<file path="config.mk">
export PLATFORM = sky130hd
export DESIGN_NAME = pesh_top
export DESIGN_NICKNAME = d
export VERILOG_FILES = /design/src/pesh_pkg.sv /design/src/pesh_mem.sv /design/src/pesh_limit.sv /design/src/pesh_top.sv
export SDC_FILE = /design/constraint.sdc
export NUM_CORES = 2
export LEC_CHECK = 0
export BUFFER_PORTS_ARGS = -buffer_cell sky130_fd_sc_hd__buf_2
export CAP_MARGIN = 20
export CELL_PAD_IN_SITES_DETAIL_PLACEMENT = 0
export CELL_PAD_IN_SITES_GLOBAL_PLACEMENT = 1
export CORE_MARGIN = 8
export CORE_UTILIZATION = 52
export DETAILED_ROUTE_END_ITERATION = 12
export GPL_ROUTABILITY_DRIVEN = 0
export HOLD_SLACK_MARGIN = 0.08
export PLACE_DENSITY = 0.81
export SETUP_SLACK_MARGIN = 0.3
export SYNTH_ARGS = -nofsm -noshare
export SYNTH_HDL_FRONTEND = slang
export SYNTH_SLANG_ARGS = --single-unit
</file>
<file path="constraint.sdc">
create_clock -name mclk -period 10.7 [get_ports mclk]
set_input_delay 2.14 -clock mclk [delete_from_list [all_inputs] [get_ports mclk]]
set_output_delay 2.14 -clock mclk [all_outputs]
set_load 0.05 [all_outputs]
</file>
<file path="src/pesh_pkg.sv">
// Package: constants and carriers for the parameter element service handler
package pesh_pkg;

    // Unit element and variable-length data limits
    localparam logic [15:0] UNIT_TEXT_MAX    = 16'h000C;
    localparam logic [4:0]  UNIT_BYTES_MAX   = 5'h10;
    localparam logic [15:0] VAR_LEN_MAX      = 16'hFFFC;
    localparam logic [15:0] VAR_CAP_DEFAULT  = 16'h0040;
    localparam int          VAR_MEM_DEPTH    = 64;
    localparam int          VAR_AW           = 6;

    // Data status field positions
    localparam int          DS_SET_BIT       = 0;
    localparam int          DS_ENA_BIT       = 1;
    localparam int          DS_EXEC_BIT      = 2;
    localparam int          DS_ERR_BIT       = 3;
    localparam int          DS_INVALID_BIT   = 8;
    localparam logic [15:0] DS_RESET         = 16'h0000;
    localparam logic [15:0] DS_DEFINED_MASK  = 16'h010F;
    localparam logic [3:0]  DS_CMD_IDLE      = 4'h4;

    // Data type codes (attribute bits 22-20)
    localparam logic [2:0]  DT_BINARY        = 3'h0;
    localparam logic [2:0]  DT_TEXT          = 3'h4;
    localparam logic [2:0]  DT_IDN           = 3'h5;

    // Data length codes (attribute bits 18-16)
    localparam logic [2:0]  DL_TWO           = 3'h1;
    localparam logic [2:0]  DL_FOUR          = 3'h2;
    localparam logic [2:0]  DL_EIGHT         = 3'h3;

    // Service channel operations
    typedef enum logic [2:0] {
        PESH_OP_NONE,
        PESH_OP_OPEN,
        PESH_OP_RD_UNIT,
        PESH_OP_WR_UNIT,
        PESH_OP_RD_DATA,
        PESH_OP_WR_DATA
    } pesh_op_e;

    // One word of service channel traffic from the master
    typedef struct packed {
        logic        valid;
        pesh_op_e    op;
        logic        last;
        logic [15:0] word;
    } pesh_req_s;

    // One answer word towards the master
    typedef struct packed {
        logic        valid;
        logic        last;
        logic        err;
        logic [15:0] word;
    } pesh_rsp_s;

    // Attribute facts of the element served
    typedef struct packed {
        logic [2:0]  dtype;
        logic [2:0]  dlen;
        logic        proc_cmd;
    } pesh_attr_s;

    // Low byte first on the wire
    function automatic logic [15:0] pesh_swap(input logic [15:0] v);
        return {v[7:0], v[15:8]};
    endfunction

endpackage

</file>
<file path="src/pesh_mem.sv">
// Word memory holding unit text and variable-length content
`timescale 1ns/1ns
`default_nettype none
module pesh_mem (
    // Clock
    input  wire logic        mclk,
    // Write port
    input  wire logic        we,
    input  wire logic [5:0]  waddr,
    input  wire logic [15:0] wdata,
    // Read port
    input  wire logic [5:0]  raddr,
    output logic      [15:0] rdata
);
    logic [15:0] mem [0:pesh_pkg::VAR_MEM_DEPTH-1];

    // No reset: content is qualified by the stored length fields
    always_ff @(posedge mclk) begin
        if (we) begin
            mem[waddr] <= wdata;
        end
        rdata <= mem[raddr];
    end
endmodule
`default_nettype wire

</file>
<file path="src/pesh_limit.sv">
// Minimum / maximum input value check for fixed-length operation data
`timescale 1ns/1ns
`default_nettype none
module pesh_limit (
    // Clock and reset
    input  wire logic        mclk,
    input  wire logic        rst,
    // Value and limits
    input  wire pesh_pkg::pesh_attr_s attr,
    input  wire logic [63:0] value,
    input  wire logic [63:0] min_val,
    input  wire logic [63:0] max_val,
    // Verdict
    output logic             ok
);
    typedef struct packed {
        logic ok;
    } pesh_lim_s;

    pesh_lim_s st_q, st_d;
    logic      signed_cmp;
    logic      has_min;
    logic      has_max;
    logic      lo_bad;
    logic      hi_bad;

    always_comb begin
        st_d       = st_q;
        signed_cmp = (attr.dtype == 3'h2);
        has_min = !(attr.dtype inside {pesh_pkg::DT_BINARY, pesh_pkg::DT_TEXT,
                                       pesh_pkg::DT_IDN});
        has_max = !(attr.dtype inside {pesh_pkg::DT_TEXT, pesh_pkg::DT_IDN});
        // Limits share length and form of the data
        lo_bad = signed_cmp ? ($signed(value) < $signed(min_val)) : (value < min_val);
        hi_bad = signed_cmp ? ($signed(value) > $signed(max_val)) : (value > max_val);
        // Binary data: only bits set in the maximum are supported
        if (attr.dtype == pesh_pkg::DT_BINARY) begin
            hi_bad = |(value & ~max_val);
        end
        st_d.ok = !(has_min && lo_bad) && !(has_max && hi_bad);
    end

    always_ff @(posedge mclk or posedge rst) begin
        if (rst) begin
            st_q <= '0;
        end else begin
            st_q <= st_d;
        end
    end

    assign ok = st_q.ok;
endmodule
`default_nettype wire

</file>
<file path="src/pesh_top.sv">
// Drive-side service channel handler for unit, limits, data and data status
// Operation
// - Unit element is at most 16 bytes: two lengths, text of 12 chars.
// - First length word is programmed length, second is drive capacity.
// - Unit text longer than reported capacity is never stored.
// - Binary-number and text data have no unit element.
// - Empty content transfers only the two length words, programmed length zero.
// - Written capacity word is ignored; reads return the drive's own capacity.
// - Written value below minimum leaves stored data unchanged.
// - Written value above maximum leaves stored data unchanged.
// - No minimum for binary, text, identifier; no maximum for text, identifier.
// - Binary maximum has exactly the supported bits set.
// - Limits have the same length and display form as the data.
// - Data is fixed 2, 4 or 8 bytes, or variable up to 65532.
// - Variable data starts with four length bytes; lengths 1..0xFFFC or empty.
// - Length words travel low byte first.
// - Opening the channel returns the current data status.
// - Reinit clears acknowledgement; bits 0-3 only for procedure commands.
// - Executed bit falling or error bit rising flags a command change.
// - Bit 8 set when the data block is judged invalid.
// - Status encoding: set, enabled, executed-low, error; other bits reserved.
`timescale 1ns/1ns
`default_nettype none
module pesh_top (
    // Clock and reset
    input  wire logic                 mclk,
    input  wire logic                 rst,
    // Service channel from the master
    input  wire pesh_pkg::pesh_req_s  req,
    // Service channel answer
    output pesh_pkg::pesh_rsp_s       rsp,
    // Element description
    input  wire pesh_pkg::pesh_attr_s attr,
    input  wire logic [63:0]          min_val,
    input  wire logic [63:0]          max_val,
    // Procedure command state from drive logic
    input  wire logic                 reinit,
    input  wire logic                 cmd_set,
    input  wire logic                 cmd_enabled,
    input  wire logic                 cmd_pending,
    input  wire logic                 cmd_error,
    input  wire logic                 checksum_err,
    // Drive status and stored data
    output logic                      cmd_change,
    output logic [15:0]               data_status,
    output logic [63:0]               fixed_data,
    output logic [15:0]               unit_len,
    output logic [15:0]               var_len
);
    typedef enum logic [2:0] {
        S_IDLE,
        S_LEN1,
        S_LEN2,
        S_BODY,
        S_RLEN2,
        S_RBODY,
        S_RFIX
    } pesh_state_e;

    typedef logic [2:0] pesh_op_cur_t;

    typedef struct packed {
        pesh_state_e   state;
        pesh_op_cur_t  op;
        logic [15:0]   wr_len;
        logic [15:0]   cnt;
        logic          reject;
        logic [63:0]   stage;
        logic          check;
        logic [15:0]   ulen;
        logic [15:0]   vlen;
        logic [63:0]   fdata;
        logic [15:0]   status;
        logic          chg;
        pesh_pkg::pesh_rsp_s rsp;
    } pesh_top_s;

    pesh_top_s   st_q, st_d;
    logic        mem_we;
    logic [5:0]  mem_waddr;
    logic [15:0] mem_wdata;
    logic [5:0]  mem_raddr;
    logic [15:0] mem_rdata;
    logic        lim_ok;
    logic [15:0] cap;
    logic [15:0] cur_len;
    logic        is_unit;
    logic [3:0]  ds_cmd;
    logic [3:0]  fix_words;
    logic [63:0] fix_next;
    logic        unit_allowed;

    pesh_mem u_mem (
        .mclk  (mclk),
        .we    (mem_we),
        .waddr (mem_waddr),
        .wdata (mem_wdata),
        .raddr (mem_raddr),
        .rdata (mem_rdata)
    );

    pesh_limit u_limit (
        .mclk    (mclk),
        .rst     (rst),
        .attr    (attr),
        .value   (st_d.stage),
        .min_val (min_val),
        .max_val (max_val),
        .ok      (lim_ok)
    );

    // Words in a fixed-length element
    function automatic logic [3:0] words_of(input logic [2:0] dl);
        case (dl)
            pesh_pkg::DL_TWO:   return 4'h1;
            pesh_pkg::DL_FOUR:  return 4'h2;
            pesh_pkg::DL_EIGHT: return 4'h4;
            default:            return 4'h0;
        endcase
    endfunction

    always_comb begin
        st_d      = st_q;
        mem_we    = 1'b0;
        mem_waddr = '0;
        mem_wdata = '0;
        mem_raddr = '0;
        is_unit   = (st_q.op == 3'(pesh_pkg::PESH_OP_WR_UNIT)) ||
                    (st_q.op == 3'(pesh_pkg::PESH_OP_RD_UNIT));
        // Unit text capped at 12 chars; variable data capped at VAR_CAP_DEFAULT, 64 bytes
        cap       = is_unit ? pesh_pkg::UNIT_TEXT_MAX : pesh_pkg::VAR_CAP_DEFAULT;
        cur_len   = is_unit ? st_q.ulen : st_q.vlen;
        fix_words = words_of(attr.dlen);
        fix_next  = {st_q.stage[47:0], req.word};
        unit_allowed = !(attr.dtype inside {pesh_pkg::DT_BINARY, pesh_pkg::DT_TEXT});
        st_d.rsp  = '0;
        st_d.check = 1'b0;

        // Data status; command bits only for procedure commands
        ds_cmd = attr.proc_cmd ? {cmd_error, cmd_pending, cmd_enabled, cmd_set}
                               : pesh_pkg::DS_CMD_IDLE;
        if (reinit) begin
            ds_cmd = pesh_pkg::DS_CMD_IDLE;
        end
        st_d.status = 16'h0000;
        st_d.status[3:0] = attr.proc_cmd ? ds_cmd : 4'h0;
        st_d.status[pesh_pkg::DS_INVALID_BIT] = checksum_err;
        // Executed falling or error rising raises the change flag
        st_d.chg = attr.proc_cmd && !reinit &&
                   ((st_q.status[pesh_pkg::DS_EXEC_BIT] && !st_d.status[pesh_pkg::DS_EXEC_BIT]) ||
                    (!st_q.status[pesh_pkg::DS_ERR_BIT] && st_d.status[pesh_pkg::DS_ERR_BIT]));

        // Commit a checked fixed-length write one cycle after the limit verdict
        if (st_q.check && lim_ok) begin
            st_d.fdata = st_q.stage;
        end

        case (st_q.state)
            S_IDLE: begin
                st_d.cnt    = '0;
                st_d.reject = 1'b0;
                if (req.valid) begin
                    st_d.op = 3'(req.op);
                    case (req.op)
                        pesh_pkg::PESH_OP_OPEN: begin
                            st_d.rsp = '{valid: 1'b1, last: 1'b1, err: 1'b0,
                                         word: st_q.status};
                        end
                        pesh_pkg::PESH_OP_WR_UNIT, pesh_pkg::PESH_OP_WR_DATA: begin
                            if (attr.dlen inside {pesh_pkg::DL_TWO, pesh_pkg::DL_FOUR,
                                                  pesh_pkg::DL_EIGHT} &&
                                req.op == pesh_pkg::PESH_OP_WR_DATA) begin
                                st_d.stage = {48'h0, req.word};
                                st_d.cnt   = 16'h0001;
                                st_d.state = (fix_words == 4'h1) ? S_IDLE : S_BODY;
                                st_d.check = (fix_words == 4'h1);
                                st_d.rsp.valid = (fix_words == 4'h1);
                                st_d.rsp.last  = 1'b1;
                            end else begin
                                // Programmed length word, low byte first
                                st_d.wr_len = pesh_pkg::pesh_swap(req.word);
                                st_d.state  = S_LEN2;
                                st_d.reject = (req.op == pesh_pkg::PESH_OP_WR_UNIT) &&
                                              !unit_allowed;
                            end
                        end
                        pesh_pkg::PESH_OP_RD_UNIT, pesh_pkg::PESH_OP_RD_DATA: begin
                            if (req.op == pesh_pkg::PESH_OP_RD_DATA &&
                                fix_words != 4'h0) begin
                                st_d.stage = st_q.fdata;
                                st_d.state = S_RFIX;
                            end else begin
                                // First answer word: programmed length
                                st_d.rsp = '{valid: 1'b1, last: 1'b0,
                                             err: !unit_allowed &&
                                                  req.op == pesh_pkg::PESH_OP_RD_UNIT,
                                             word: pesh_pkg::pesh_swap(
                                                 req.op == pesh_pkg::PESH_OP_RD_UNIT ?
                                                 st_q.ulen : st_q.vlen)};
                                st_d.state = S_RLEN2;
                                // No unit for this type: one refusing word only
                                if (st_d.rsp.err) begin
                                    st_d.rsp.last = 1'b1;
                                    st_d.state    = S_IDLE;
                                end
                            end
                        end
                        default: begin
                            st_d.state = S_IDLE;
                        end
                    endcase
                end
            end
            S_LEN2: begin
                // Capacity word from the master is ignored
                if (req.valid) begin
                    if (st_q.wr_len > cap || st_q.wr_len > pesh_pkg::VAR_LEN_MAX) begin
                        st_d.reject = 1'b1;
                    end
                    if (st_q.wr_len == 16'h0000 || req.last) begin
                        // Empty content: only the two length words
                        st_d.state = S_IDLE;
                        st_d.rsp   = '{valid: 1'b1, last: 1'b1, err: st_d.reject,
                                       word: 16'h0000};
                        if (!st_d.reject && st_q.wr_len == 16'h0000) begin
                            if (is_unit) st_d.ulen = '0;
                            else         st_d.vlen = '0;
                        end
                    end else begin
                        st_d.state = S_BODY;
                    end
                end
            end
            S_BODY: begin
                if (req.valid) begin
                    if (fix_words != 4'h0 && st_q.op == 3'(pesh_pkg::PESH_OP_WR_DATA)) begin
                        st_d.stage = fix_next;
                        st_d.cnt   = st_q.cnt + 16'h0001;
                        if (st_d.cnt[3:0] == fix_words) begin
                            st_d.state = S_IDLE;
                            st_d.check = 1'b1;
                            st_d.rsp   = '{valid: 1'b1, last: 1'b1, err: 1'b0,
                                           word: 16'h0000};
                        end
                    end else begin
                        // Content words stored only when the write is accepted
                        mem_we    = !st_q.reject;
                        mem_waddr = is_unit ? 6'(st_q.cnt) + 6'h38 : st_q.cnt[5:0];
                        mem_wdata = req.word;
                        st_d.cnt  = st_q.cnt + 16'h0001;
                        // Whole words only: odd length rounds up a word
                        if (req.last || {st_d.cnt[14:0], 1'b0} >= st_q.wr_len) begin
                            st_d.state = S_IDLE;
                            st_d.rsp   = '{valid: 1'b1, last: 1'b1, err: st_q.reject,
                                           word: 16'h0000};
                            if (!st_q.reject) begin
                                if (is_unit) st_d.ulen = st_q.wr_len;
                                else         st_d.vlen = st_q.wr_len;
                            end
                        end
                    end
                end
            end
            S_RLEN2: begin
                // Second answer word: the drive's own capacity
                st_d.rsp   = '{valid: 1'b1, last: (cur_len == 16'h0000), err: 1'b0,
                               word: pesh_pkg::pesh_swap(cap)};
                mem_raddr  = is_unit ? 6'h38 : 6'h00;
                st_d.state = (cur_len == 16'h0000) ? S_IDLE : S_RBODY;
                st_d.cnt   = 16'h0001;
            end
            S_RBODY: begin
                st_d.rsp.valid = 1'b1;
                st_d.rsp.word  = mem_rdata;
                st_d.rsp.last  = ({st_q.cnt[14:0], 1'b0} >= cur_len);
                mem_raddr = is_unit ? 6'(st_q.cnt) + 6'h38 : st_q.cnt[5:0];
                st_d.cnt  = st_q.cnt + 16'h0001;
                if (st_d.rsp.last) begin
                    st_d.state = S_IDLE;
                end
            end
            S_RFIX: begin
                // Most significant word first for fixed data
                st_d.rsp.valid = 1'b1;
                st_d.rsp.word  = st_q.stage[16*fix_words-1 -: 16];
                st_d.cnt  = st_q.cnt + 16'h0001;
                st_d.stage = {st_q.stage[47:0], 16'h0000};
                st_d.rsp.last = (st_d.cnt[3:0] == fix_words);
                if (st_d.rsp.last) begin
                    st_d.state = S_IDLE;
                end
            end
            default: begin
                st_d.state = S_IDLE;
            end
        endcase
    end

    always_ff @(posedge mclk or posedge rst) begin
        if (rst) begin
            st_q        <= '0;
            st_q.state  <= S_IDLE;
            st_q.status <= pesh_pkg::DS_RESET;
        end else begin
            st_q <= st_d;
        end
    end

    assign rsp         = st_q.rsp;
    assign cmd_change  = st_q.chg;
    assign data_status = st_q.status;
    assign fixed_data  = st_q.fdata;
    assign unit_len    = st_q.ulen;
    assign var_len     = st_q.vlen;
endmodule
`default_nettype wire

</file>
==> run metrics <==
outcome finished clean; largest area contributor in the synthesized netlist sky130_fd_sc_hd__edfxtp_1; Crit path largest cell delay 630 ps; largest net degree at the start of global routing 129; leading cell types by total area after synthesis sky130_fd_sc_hd__edfxtp_1, sky130_fd_sc_hd__dfrtp_1, sky130_fd_sc_hd__mux4_2, sky130_fd_sc_hd__ha_1, sky130_fd_sc_hd__mux2i_1; post-synthesis sequential element count 1,265; core outline area 107,000 sq um; number of iterations in the first detailed-routing pass 13; Worst slew margin 17.8%; dominant cell by count in the synthesized netlist sky130_fd_sc_hd__edfxtp_1; XOR/XNOR Fraction of Synth Area 0.341%; end of the worst hold path rsp[3]; list of cells traversed by the critical path buf_2 -> nor3b_4 -> buf_4 -> clkinv_1 -> ha_1 -> ha_1 -> nand4bb_1 -> o32a_1 -> or2_2 -> buf_4 -> a222oi_1 -> inv_1 -> ha_1 -> nand4_1 -> nor4_1 -> nand2_1 -> a2111oi_0 -> nor4_1 -> mux2_2 -> nor3_1; via count of the routed design 34,866; fraction of post-synthesis cell area in the top cell type by area 54.9%; post-layout power 11.1 mW; post-route minimum period 7560 ps; area of combinational cells with multiple inputs 16,800 sq um; peak fanout along the critical path 63; buffers added on ports 284; Final Hold Viols 0; Total Nets Final 4,290; number of top-level pins 296; async set-reset flop share out of synthesis 17.8%; area delta synth->final 11.0%; Yosys warnings 0; cell with the largest stage delay on the worst path sky130_fd_sc_hd__nand4bb_1; number of buffer and inverter instances along the worst setup path 5; chip height 344 um; Synth Area in Adders 3.71%; synth cell count leaders sky130_fd_sc_hd__edfxtp_1, sky130_fd_sc_hd__nand2_1, sky130_fd_sc_hd__dfrtp_1; setup repair after global routing missed its margin false; Register Area 36,700 sq um; number of violations reported at the end of detailed-routing iteration 0 4,175; Die Area 119,000 sq um; CP most frequent cell sky130_fd_sc_hd__ha_1; vias in the first global route 33,902; count of cells along the worst register-to-register path 14; CTS root buffer sky130_fd_sc_hd__clkbuf_16; residual antenna-violating net count after detailed routing 0; critical path's top delay family simple AND/OR/NAND/NOR gates; CTS Buffer Depth 3; detail-routed net length per standard cell 29.2 um; Sinks on Clock Net 1,265; mux contribution to synthesized area 11.5%; number of hold-repair buffers added at the cts stage 0; count of standard-cell rows 120; worst reg-to-reg setup slack 5130 ps; Final Core Density 58.1%; post-synth cell types 87; Peak supply drop 0.191 mV; fraction of the mapped netlist area in compound gates 8.73%; most used flip-flop cell after synthesis sky130_fd_sc_hd__edfxtp_1; clock tree from TritonCTS done; effective utilization at floorplan 52.4%; Worst Tran Pin Value 1220 ps; Post-CTS Setup Inserts 0; total negative setup slack 0 ps; number of H-tree levels 3; Simple-Gate Fraction of Synth Area 5.40%; HPWL reported at the end of detailed placement 105,000 um; max-slew violation count 0; max cap viols 0; Fmax achieved 132 MHz; share of layout cells above drive strength 1 22.1%; CTS buffer count 121; kind of critical path in2reg; WP data required 11,330 ps; final setup violation count 0; GR Util All Layers 26.3%; chip width 344 um; number of cells produced by synthesis 3,774; post-route fraction of the period consumed by the critical path 70.6%; worst min path class reg2reg; Clk pin slew, worst setup/hold paths 60 ps; Worst Hold Depth 2; number of antenna violations at the first check in global routing 2; endpoint arrival time on the critical path 8190 ps; post-detailed-routing wire length 159,000 um; Remaining DRCs 0; number of filler cells placed in the layout 8,152; final worst clock skew 31.9 ps; leftover overflow at the end of global routing 0; hold path start u_mem.rdata[3]; r2r endpoint u_limit.ok; average cell area after synthesis 14.9 sq um; reported leakage power 23.1 nW; Resized Gates After CTS 0; startpoint class of the critical path input pin; number of enable-type register cells in the synthesized netlist 1,024; Pwr Density 179 nW/um^2; global-route wire length before repair 230,000 um; element type at the critical path end flop; area of the mapped netlist 56,100 sq um; Reg2Reg Launch Point st_q[234]; fraction of the yosys area taken by sequential cells 65.5%; source-to-sink clock delay at the later pin of the worst-skew pair 710 ps; number of vias per cell 6.39; largest family of logic cells by synthesized area multiplexers
==> worst min-delay path, stage by stage (launching register included) <==
cell and delay [ps]:
sky130_fd_sc_hd__dfxtp_1 300, sky130_fd_sc_hd__nand2_1 50, sky130_fd_sc_hd__nand2_1 50
==> flip-flops by register name, summed over array words and instances, names as in the netlist <==
| name | cells |
|---|---|
| fixed_data | 64 |
| st_q | 55 |
| u_mem.mem | 1024 |
| rsp | 19 |
| unit_len | 16 |
| fix_next | 48 |
| cmd_change | 1 |
| var_len | 16 |
| u_limit.ok | 1 |
| u_mem.rdata | 16 |
| data_status | 5 |
==> stage by stage <==
step | cell area, sq um | cells | setup slack, ps | hold WS, ps
after global routing | 62200 | 5458 | 2720 | 482
after CTS | 62200 | 5454 | 3390 | 445
after floorplan | 56100 | 3784 | 2400 | 398
after global placement | 58300 | 5236 | 2840 | 410
final | 62200 | 5460 | 3140 | 445
after detailed placement | 58300 | 5236 | 2680 | 437
==> layout make-up <==
| cell class | instances | share of cell area [%] |
|---|---|---|
| Clock buffer | 148 | 5.09 |
| Clock inverter | 70 | 1.14 |
| Timing Repair Buffer | 387 | 3.60 |
| Sequential cell | 1265 | 59.0 |
| Inverter | 223 | 1.36 |
| Antenna cell | 2 | 0.00805 |
| Multi-Input combinational cell | 1962 | 27.0 |
| Tap cell | 1403 | 2.82 |
==> placed cells by master, fill, tap and decap left out, drive strengths merged, types with 53 or more instances in the layout <==
cell    instances
a211oi         61
a21oi         114
a222oi         62
buf           384
clkbuf        151
clkinv         53
dfrtp         225
edfxtp       1024
ha            166
inv           224
mux2          129
mux2i         167
mux4          144
nand2         271
nor2          173
o21ai         117
o221ai        102
==> logic make-up after synthesis <==
kind of cell / after synthesis
AND/OR/NAND/NOR: 659
adder cells (fa/ha/maj): 166
buffers and inverters: 557
multiplexers: 440
XOR/XNOR: 21
other: 1
AO/OA/AOI/OAI: 665
flip-flops: 1265
==> worst max-delay path by stage <==
stage / from / endpoint / slack [ps] / cells past startpoint
finish: attr[2] / u_limit.ok / 3140 / 20
global route: attr[2] / u_limit.ok / 2720 / 20
CTS: attr[2] / u_limit.ok / 3390 / 20
detailed placement: attr[2] / u_limit.ok / 2680 / 20
global placement: attr[2] / u_limit.ok / 2840 / 20
floorplan: rst / cmd_change / 2400 / 1
==> metal layers <==
metal | global-route usage, % | vias to the layer above | wire (um)
met3 | 5.85 | 438 | 15900
met4 | 13.6 | 2 | 9600
met1 | 34.4 | 17522 | 60500
met2 | 41.3 | 2001 | 73300
met5 | 0 | - | 12
li1 | - | 14903 | -
==> power by group <==
group / leakage (nW) / total [mW] / internal [mW] / switching (mW)
Sequential: 11.6 / 5.54 / 5.39 / 0.147
Clock: 1.90 / 4.23 / 2.41 / 1.82
Combinational: 9.55 / 1.35 / 0.423 / 0.930
Total: 23.1 / 11.1 / 8.22 / 2.90
Note: power is estimated with default switching activity, not from simulation.
